`src/verilog/grs_pkg.sv`:
```
// grs_pkg: constants, field layout and types for the sample-rate and filter config block
package grs_pkg;
    // ==========================================================
    // register map
    localparam logic [6:0] GRS_ADDR_RATE_DIV = 7'h19;
    localparam logic [6:0] GRS_ADDR_SYNC_CFG = 7'h1A;
    localparam logic [7:0] GRS_RATE_DIV_RST = 8'h00;
    localparam logic [7:0] GRS_SYNC_CFG_RST = 8'h00;
    localparam logic [7:0] GRS_RDATA_NONE = 8'h00;

    // ==========================================================
    // sync_filter_config field positions, then bit 0 of the bypass field
    localparam int GRS_CFG_SPARE_BIT = 7;
    localparam int GRS_CFG_KEEP_OLD_BIT = 6;
    localparam int GRS_CFG_SLOT_HI = 5;
    localparam int GRS_CFG_SLOT_LO = 3;
    localparam int GRS_CFG_LP_HI = 2;
    localparam int GRS_CFG_LP_LO = 0;
    localparam int GRS_BYP_BIT0 = 0;

    // ==========================================================
    // encodings
    localparam logic [1:0] GRS_BYP_NONE = 2'b00;
    localparam logic [1:0] GRS_BYP_ALT = 2'b10;
    localparam logic [2:0] GRS_LP_MIN = 3'h0;
    localparam logic [2:0] GRS_LP_MAX = 3'h7;
    localparam logic [2:0] GRS_SLOT_X = 3'h2;
    localparam logic [2:0] GRS_SLOT_Y = 3'h3;
    localparam logic [2:0] GRS_SLOT_Z = 3'h4;
    localparam int GRS_SYNC_BIT = 0;

    // ==========================================================
    // timing: clock and internal rate periods
    localparam int GRS_CLK_NS = 40;
    localparam int GRS_PER_32K_NS = 31250;
    localparam int GRS_PER_8K_NS = 125000;
    localparam int GRS_PER_1K_NS = 1000000;
    localparam int GRS_CYC_32K = GRS_PER_32K_NS / GRS_CLK_NS;
    localparam int GRS_CYC_8K = GRS_PER_8K_NS / GRS_CLK_NS;
    localparam int GRS_CYC_1K_DFLT = GRS_PER_1K_NS / GRS_CLK_NS;
    localparam int GRS_TICK_W = 15;

    // ==========================================================
    // types
    typedef enum logic [1:0] {GRS_RATE_32K, GRS_RATE_8K, GRS_RATE_1K} grs_rate_t;

    typedef struct packed {
        logic [15:0] x;
        logic [15:0] y;
        logic [15:0] z;
    } grs_sample_t;
endpackage

```
`src/verilog/grs_rate_filter.sv`:
```
// grs_rate_filter: internal rate, rate divisor, frame-sync insertion and FIFO push policy
// How it works
// - sample rate is internal rate divided by one plus divisor register
// - with divisor in effect the internal rate is 1 kHz
// - divisor acts only with bypass 00 and lowpass select 1 to 6
// - divided strobe updates data output registers and FIFO pushes
// - policy bit 6 set drops new entries when full, clear overwrites oldest
// - frame sync latched, toggles once until sample strobe captures it
// - internal rate 32k, 8k or 1k from bypass field and lowpass select
// - 2-bit bypass field comes from bits 1:0 of rate-sensor config
`timescale 1ns/100ps
`default_nettype none
module grs_rate_filter #(
    parameter int P_CYC_1K = grs_pkg::GRS_CYC_1K_DFLT
) (
    input wire logic i_clk_sys,
    input wire logic i_sys_rst,
    input wire logic [6:0] i_reg_addr,
    input wire logic i_reg_wr,
    input wire logic i_reg_rd,
    input wire logic [7:0] i_reg_wdata,
    output logic [7:0] o_reg_rdata,
    input wire logic [1:0] i_filter_bypass_field,
    input wire logic i_frame_sync_input,
    input wire grs_pkg::grs_sample_t i_raw_sample,
    input wire logic i_fifo_full,
    output grs_pkg::grs_sample_t o_rate_sample,
    output logic o_sample_strobe,
    output logic o_fifo_push,
    output logic o_fifo_overwrite
);
    import grs_pkg::*;

    // ==========================================================
    // helper functions
    function automatic grs_rate_t rate_pick(input logic [1:0] byp, input logic [2:0] lp);
        if (byp[GRS_BYP_BIT0] || byp == GRS_BYP_ALT) begin
            rate_pick = GRS_RATE_32K;
        end else if (lp == GRS_LP_MIN || lp == GRS_LP_MAX) begin
            rate_pick = GRS_RATE_8K;
        end else begin
            rate_pick = GRS_RATE_1K;
        end
    endfunction

    function automatic logic div_on(input logic [1:0] byp, input logic [2:0] lp);
        div_on = (byp == GRS_BYP_NONE) && (lp > GRS_LP_MIN) && (lp < GRS_LP_MAX);
    endfunction

    logic [7:0] rate_divisor_reg;
    logic [7:0] sync_cfg_reg;
    logic [GRS_TICK_W-1:0] tick_cnt_reg;
    logic [7:0] div_cnt_reg;
    logic sync_prev_reg;
    logic sync_latch_reg;
    logic sync_pend_reg;
    logic [2:0] lowpass_select;
    logic [2:0] frame_sync_slot;
    logic keep_old;
    logic div_active;
    grs_rate_t rate_sel;
    logic [GRS_TICK_W-1:0] period_m1;
    logic internal_tick;
    logic sample_stb;

    assign lowpass_select = sync_cfg_reg[GRS_CFG_LP_HI:GRS_CFG_LP_LO];
    assign frame_sync_slot = sync_cfg_reg[GRS_CFG_SLOT_HI:GRS_CFG_SLOT_LO];
    assign keep_old = sync_cfg_reg[GRS_CFG_KEEP_OLD_BIT];
    // bypass bits live in the rate-sensor config register outside this block
    assign rate_sel = rate_pick(i_filter_bypass_field, lowpass_select);
    assign div_active = div_on(i_filter_bypass_field, lowpass_select);

    // ==========================================================
    // register port
    // bit 7 is stored and read back but steers nothing
    always_ff @(posedge i_clk_sys) begin
        if (i_sys_rst) begin
            rate_divisor_reg <= GRS_RATE_DIV_RST;
            sync_cfg_reg <= GRS_SYNC_CFG_RST;
        end else if (i_reg_wr) begin
            if (i_reg_addr == GRS_ADDR_RATE_DIV) begin
                rate_divisor_reg <= i_reg_wdata;
            end
            if (i_reg_addr == GRS_ADDR_SYNC_CFG) begin
                sync_cfg_reg <= i_reg_wdata;
            end
        end
    end

    // read data held until the next read; unmapped addresses answer zero
    always_ff @(posedge i_clk_sys) begin
        if (i_sys_rst) begin
            o_reg_rdata <= GRS_RDATA_NONE;
        end else if (i_reg_rd) begin
            case (i_reg_addr)
                GRS_ADDR_RATE_DIV: begin
                    o_reg_rdata <= rate_divisor_reg;
                end
                GRS_ADDR_SYNC_CFG: begin
                    o_reg_rdata <= sync_cfg_reg;
                end
                default: begin
                    o_reg_rdata <= GRS_RDATA_NONE;
                end
            endcase
        end
    end

    // ==========================================================
    // internal rate tick
    // periods round down to whole cycles; 32k comes out at 781 clocks
    always_comb begin
        case (rate_sel)
            GRS_RATE_32K: begin
                period_m1 = GRS_TICK_W'(GRS_CYC_32K - 1);
            end
            GRS_RATE_8K: begin
                period_m1 = GRS_TICK_W'(GRS_CYC_8K - 1);
            end
            GRS_RATE_1K: begin
                period_m1 = GRS_TICK_W'(P_CYC_1K - 1);
            end
            default: begin
                period_m1 = GRS_TICK_W'(P_CYC_1K - 1);
            end
        endcase
    end

    // >= so that a switch to a faster rate mid-count cannot run away
    assign internal_tick = (tick_cnt_reg >= period_m1);

    always_ff @(posedge i_clk_sys) begin
        if (i_sys_rst || internal_tick) begin
            tick_cnt_reg <= '0;
        end else begin
            tick_cnt_reg <= tick_cnt_reg + 1'b1;
        end
    end

    // ==========================================================
    // rate divisor: one strobe per (1 + divisor) internal ticks
    assign sample_stb = internal_tick && (!div_active || div_cnt_reg >= rate_divisor_reg);

    always_ff @(posedge i_clk_sys) begin
        if (i_sys_rst) begin
            div_cnt_reg <= '0;
        end else if (sample_stb) begin
            div_cnt_reg <= '0;
        end else if (internal_tick) begin
            div_cnt_reg <= div_cnt_reg + 1'b1;
        end
    end

    // ==========================================================
    // frame-sync latch
    // one toggle is held until a strobe takes it; later edges are ignored till then.
    // an edge in the strobe cycle itself wins over the clear, so it is not lost
    always_ff @(posedge i_clk_sys) begin
        if (i_sys_rst) begin
            sync_prev_reg <= 1'b0;
            sync_latch_reg <= 1'b0;
            sync_pend_reg <= 1'b0;
        end else begin
            sync_prev_reg <= i_frame_sync_input;
            if ((i_frame_sync_input != sync_prev_reg) && (!sync_pend_reg || sample_stb)) begin
                sync_latch_reg <= ~sync_latch_reg;
                sync_pend_reg <= 1'b1;
            end else if (sample_stb) begin
                sync_pend_reg <= 1'b0;
            end
        end
    end

    // ==========================================================
    // data output registers at the divided rate
    always_ff @(posedge i_clk_sys) begin
        if (i_sys_rst) begin
            o_rate_sample <= '0;
        end else if (sample_stb) begin
            o_rate_sample <= i_raw_sample;
            case (frame_sync_slot)
                GRS_SLOT_X: begin
                    o_rate_sample.x[GRS_SYNC_BIT] <= sync_latch_reg;
                end
                GRS_SLOT_Y: begin
                    o_rate_sample.y[GRS_SYNC_BIT] <= sync_latch_reg;
                end
                GRS_SLOT_Z: begin
                    o_rate_sample.z[GRS_SYNC_BIT] <= sync_latch_reg;
                end
                default: begin
                    o_rate_sample <= i_raw_sample;
                end
            endcase
        end
    end

    // ==========================================================
    // strobe and FIFO push policy
    always_ff @(posedge i_clk_sys) begin
        if (i_sys_rst) begin
            o_sample_strobe <= 1'b0;
            o_fifo_push <= 1'b0;
            o_fifo_overwrite <= 1'b0;
        end else begin
            o_sample_strobe <= sample_stb;
            o_fifo_push <= sample_stb && !(i_fifo_full && keep_old);
            o_fifo_overwrite <= sample_stb && i_fifo_full && !keep_old;
        end
    end
endmodule // grs_rate_filter
`default_nettype wire

```
`config.mk`:
```
export PLATFORM = sky130hd
export DESIGN_NAME = grs_rate_filter
export DESIGN_NICKNAME = d
export VERILOG_FILES = /design/src/verilog/grs_pkg.sv /design/src/verilog/grs_rate_filter.sv
export SDC_FILE = /design/constraint.sdc
export NUM_CORES = 1
export LEC_CHECK = 0
export BUFFER_PORTS_ARGS = -buffer_cell sky130_fd_sc_hd__buf_4
export CAP_MARGIN = 30
export CORE_AREA = 3 3 111 113
export DETAILED_ROUTE_END_ITERATION = 8
export DIE_AREA = 0 0 114 116
export GPL_TIMING_DRIVEN = 0
export PLACE_DENSITY = 0.65
export SYNTH_ARGS = -nofsm -noshare
export SYNTH_HDL_FRONTEND = slang
export SYNTH_SLANG_ARGS = --single-unit
```
`constraint.sdc`:
```
create_clock -name i_clk_sys -period 2.8 [get_ports i_clk_sys]
set_input_delay 0 -clock i_clk_sys [delete_from_list [all_inputs] [get_ports i_clk_sys]]
set_output_delay 0 -clock i_clk_sys [all_outputs]
set_load 0.005 [all_outputs]
```
==> metrics.txt <==
# TYPE chip_impl_metric gauge
chip_impl_info{name="critPathMostFrequentCell",value="sky130_fd_sc_hd__nand2_4"} 1
chip_impl_metric{name="netlist_area",unit="µm²"} 4566
chip_impl_metric{name="netlist.area_leader.share",unit=""} 0.4429
chip_impl_metric{name="totalWireLength",unit="mm"} 13.41
chip_impl_metric{name="cts.sink_count",unit=""} 101
chip_impl_info{name="synthDominantAreaCellType",value="sky130_fd_sc_hd__dfxtp_1"} 1
chip_impl_metric{name="h-tree-depth",unit=""} 3
chip_impl_info{name="r2r-end",value="o_rate_sample[28]"} 1
chip_impl_metric{name="all_layer_gr_usage",unit=""} 0.1961
chip_impl_metric{name="design.final.nets",unit=""} 820
chip_impl_metric{name="core_area",unit="µm²"} 11420
chip_impl_info{name="path_cells",value="or3_4, nand2_4, nand2_4, ha_1, and4b_4, a221o_1, a31o_4, buf_6, buf_4, nand3_1, a21oi_1"} 1
chip_impl_metric{name="fraction_of_layout_cells_with_a_size_suffix_above_1",unit=""} 0.2445
chip_impl_metric{name="ys_types",unit=""} 46
chip_impl_info{name="startpoint_type",value="flip-flop"} 1
chip_impl_metric{name="post_layout_nonfiller_instances",unit=""} 875
chip_impl_metric{name="via_count_of_the_first_global_routing_pass",unit=""} 4529
chip_impl_metric{name="maximum_number_of_pins_on_one_net_before_global_route_repair",unit=""} 17
chip_impl_info{name="hold_class",value="in2reg"} 1
chip_impl_metric{name="largest_register_ffs",unit=""} 48
chip_impl_metric{name="crit_path_setup_slack_layout",unit="ns"} 0.01856
chip_impl_metric{name="filler_cell_count",unit=""} 986
chip_impl_metric{name="postSynth.asyncResetShare",unit=""} 0
chip_impl_metric{name="remaining_routing_drc_violations",unit=""} 0
chip_impl_metric{name="place.gp.congestion",unit=""} 0.8247
chip_impl_metric{name="cp_slowest_stage_delay",unit="ns"} 0.39
chip_impl_metric{name="antenna_found_initial",unit=""} 0
chip_impl_metric{name="design_area",unit="µm²"} 6743
chip_impl_metric{name="placed_cell_area",unit="µm²"} 5705
chip_impl_metric{name="synth_area_per_cell",unit="µm²"} 8.680
chip_impl_metric{name="initial_utilization",unit=""} 0.3998
chip_impl_metric{name="fmaxAchievable",unit="MHz"} 359.5
chip_impl_metric{name="count_of_tritonroute_iterations_in_the_first_routing_pass",unit=""} 5
chip_impl_metric{name="max_cap_violations",unit=""} 0
chip_impl_info{name="worst_hold_endpoint",value="o_rate_sample[16]"} 1
chip_impl_metric{name="worst_slew_pin_slew",unit="ns"} 0.6041
chip_impl_metric{name="chipWidth",unit="µm"} 114
chip_impl_metric{name="total_power",unit="mW"} 3.020
chip_impl_metric{name="antenna_violating_nets_post_route",unit=""} 0
chip_impl_metric{name="postSynthNetCount",unit=""} 619
chip_impl_metric{name="cp_max_fo",unit=""} 10
chip_impl_metric{name="total_switching_power",unit="mW"} 0.6479
chip_impl_metric{name="timing_hold_violations_final",unit=""} 0
chip_impl_metric{name="synth-edff-count",unit=""} 0
chip_impl_info{name="ctsRootBufferMaster",value="sky130_fd_sc_hd__clkbuf_16"} 1
chip_impl_metric{name="placementRows",unit=""} 39
chip_impl_metric{name="preCtsSetupSlack",unit="ns"} -0.1633
chip_impl_info{name="min-delay-start",value="i_raw_sample[16]"} 1
chip_impl_metric{name="finalCritPeriodShare",unit=""} 0.9934
chip_impl_info{name="timing.critical_path.slowest_stage_cell",value="sky130_fd_sc_hd__or3_4"} 1
chip_impl_metric{name="clkLatencyLatePin",unit="ns"} 0.34
chip_impl_metric{name="count_of_boundary_i_o_pins",unit=""} 130
chip_impl_metric{name="postSynthRegisterBits",unit=""} 101
chip_impl_metric{name="cell_area_power_density",unit="nW/µm²"} 447.9
chip_impl_metric{name="detail_route.wl_per_cell",unit="µm"} 15.33
chip_impl_metric{name="fp.dieH",unit="µm"} 116
chip_impl_metric{name="timing.hold.worst_path_depth",unit=""} 3
chip_impl_metric{name="synth-warning-count",unit=""} 0
chip_impl_metric{name="cellLeakagePower",unit="nW"} 2.828
chip_impl_metric{name="ir_worst_vdd",unit="µV"} 331.8
chip_impl_metric{name="drt_first_iter_violations",unit=""} 286
chip_impl_metric{name="skew",unit="ns"} 0.007663
chip_impl_metric{name="timing.reg2reg.worst_path_depth",unit=""} 11
chip_impl_metric{name="insertedDiodeCount",unit=""} 0
chip_impl_metric{name="period_needed",unit="ns"} 2.781
chip_impl_metric{name="die_area",unit="µm²"} 13220
chip_impl_metric{name="global_route_wire_length_before_repair",unit="mm"} 21.06
chip_impl_info{name="r2r_startpoint",value="sync_cfg_reg[0]"} 1
chip_impl_metric{name="route.detailed.vias_per_inst",unit=""} 5.217
chip_impl_metric{name="port_buffers",unit=""} 128
chip_impl_metric{name="final_core_utilization",unit=""} 0.5905
chip_impl_metric{name="slew_violations",unit=""} 0
chip_impl_metric{name="detailed_place_hpwl",unit="mm"} 9.253
chip_impl_metric{name="combPwrFrac",unit=""} 0.079
chip_impl_info{name="ys_top_cells_by_area",value="sky130_fd_sc_hd__dfxtp_1 (44%), sky130_fd_sc_hd__a21oi_1 (7.3%), sky130_fd_sc_hd__nand3_1 (7.3%)"} 1
chip_impl_metric{name="timing.final.setup_violations",unit=""} 0
chip_impl_metric{name="required",unit="ns"} 3.01
chip_impl_metric{name="vias",unit=""} 4565
chip_impl_metric{name="p_seq_frac",unit=""} 0.482
chip_impl_metric{name="swShare",unit=""} 0.2146
chip_impl_info{name="synthFlopType",value="sky130_fd_sc_hd__dfxtp_1"} 1
chip_impl_metric{name="arrival",unit="ns"} 2.99
chip_impl_metric{name="slew_headroom",unit=""} 0.5973
chip_impl_info{name="yosys.cell_count.top_type",value="sky130_fd_sc_hd__dfxtp_1"} 1
chip_impl_metric{name="cts.clk_slew.worst_paths",unit="ns"} 0.07
chip_impl_info{name="timing_worst_setup_path_type",value="reg2reg"} 1
chip_impl_metric{name="grt_remaining_overflow",unit=""} 0
chip_impl_metric{name="synth_seq_area_share",unit=""} 0.4429
chip_impl_metric{name="power.internal",unit="mW"} 2.372
chip_impl_info{name="outcome",value="finished clean"} 1
chip_impl_metric{name="cts_inserted_buffers",unit=""} 9
chip_impl_metric{name="synthesis.instances",unit=""} 526
chip_impl_metric{name="clockBufferDepth",unit=""} 2
chip_impl_metric{name="pwr-share-clk",unit=""} 0.438
chip_impl_metric{name="placed_cells",unit=""} 797
chip_impl_info{name="cts_tree",value="done"} 1
chip_impl_info{name="ys_top_cells_by_count",value="sky130_fd_sc_hd__dfxtp_1 (101), sky130_fd_sc_hd__a21oi_1 (67), sky130_fd_sc_hd__nand3_1 (67), sky130_fd_sc_hd__nor2_1 (42), sky130_fd_sc_hd__o21ai_0 (38)"} 1
chip_impl_metric{name="area.growth.synth_to_final",unit="%"} 47.68
chip_impl_info{name="end_kind",value="flip-flop"} 1
chip_impl_info{name="rsz0062_at_grt",value="yes"} 1
chip_impl_metric{name="r2r_slack",unit="ns"} 0.02
==> worst max-delay path by stage <==
stage	slack, ns	end	startpoint
2_1_floorplan	0.26	o_rate_sample[10]	sync_cfg_reg[0]
6_report	0.02	o_rate_sample[28]	sync_cfg_reg[0]
3_5_place_dp	-0.16	div_cnt_reg[5]	sync_cfg_reg[0]
4_1_cts	0.001	o_rate_sample[20]	sync_cfg_reg[0]
5_1_grt	-0.05	o_rate_sample[28]	sync_cfg_reg[0]
3_3_place_gp	-0.13	div_cnt_reg[2]	sync_cfg_reg[0]
==> layout make-up <==
cell class | instances | area, µm² | area share
plain buffers | 38 | 217.7 | 0.03229
multi-input cells | 374 | 2374 | 0.3520
well taps | 143 | 178.9 | 0.02654
repair buffers | 190 | 1585 | 0.2351
inverters | 13 | 48.80 | 0.007237
flip-flops and latches | 101 | 2023 | 0.3001
clock inverters | 6 | 86.33 | 0.01280
clock buffers | 10 | 229.0 | 0.03396
==> placed cells by master, fill, tap and decap left out, types with 10 or more instances in the layout <==
| cell | count |
|---|---|
| sky130_fd_sc_hd__buf_4 | 135 |
| sky130_fd_sc_hd__dfxtp_1 | 100 |
| sky130_fd_sc_hd__nand3_1 | 67 |
| sky130_fd_sc_hd__a21oi_1 | 66 |
| sky130_fd_sc_hd__dlygate4sd3_1 | 57 |
| sky130_fd_sc_hd__nor2_1 | 40 |
| sky130_fd_sc_hd__o21ai_0 | 35 |
| sky130_fd_sc_hd__clkbuf_1 | 21 |
| sky130_fd_sc_hd__ha_1 | 20 |
| sky130_fd_sc_hd__nand2_1 | 18 |
| sky130_fd_sc_hd__o21ai_1 | 18 |
| sky130_fd_sc_hd__mux2i_1 | 18 |
| sky130_fd_sc_hd__inv_1 | 10 |
| sky130_fd_sc_hd__nand2b_1 | 10 |
==> stage by stage <==
step	setup TNS [ns]	hold WS (ns)
floorplan	0	0.1006
global placement	-3.409	0.1986
detailed placement	-6.495	0.1978
CTS	0	0.01434
global route	-0.7804	0.02873
finish	0	0.02709
==> what timing repair did <==
item	4_1_cts	5_1_grt
hold buffers	57	0
resized for setup	7	20
setup endpoints to repair	74	71
endpoints found under the hold margin	72	0
setup buffers	3	2
pin swaps	1	5
cloned	0	0
==> kinds of logic (layout without fill, tap and decap cells) <==
logic type	after synthesis	in the layout	synth area share
XOR/XNOR	14	14	0.02686
adder cells (fa/ha/maj)	22	22	0.06029
multiplexers	18	18	0.03946
buffers and inverters	51	257	0.05453
AO/OA/AOI/OAI	149	149	0.1905
flip-flops	101	101	0.4429
AND/OR/NAND/NOR	171	171	0.1855
==> power by group through the flow <==
| stage | Clock (mW) | Combinational, mW | Sequential [mW] |
|---|---|---|---|
| 6_report | 1.32 | 0.239 | 1.46 |
| 5_1_grt | 1.41 | 0.258 | 1.46 |
| 4_1_cts | 1.36 | 0.231 | 1.46 |
| 3_5_place_dp | 0 | 0.166 | 1.49 |
| 3_3_place_gp | 0 | 0.163 | 1.49 |
| 2_1_floorplan | 0 | 0.0655 | 1.49 |
==> per-layer routing <==
metal  track usage  routed length, µm  part of all wire
met1        0.2261               5544              0.41
met2        0.3665               7135              0.53
met3       0.03812                435             0.032
met4       0.05859                295             0.022
met5             0                  0                 0
==> worst max-delay path, delay by kind of cell (launching register included) <==
family                     cells  cell delay [ns]
DFF                            1             0.34
AOI/OAI and AO/OA              3             0.73
buffers and inverters          2             0.31
and+or+nand+nor                5             0.95
adders and majority gates      1             0.32
Note: power is estimated with default switching activity, not from simulation.
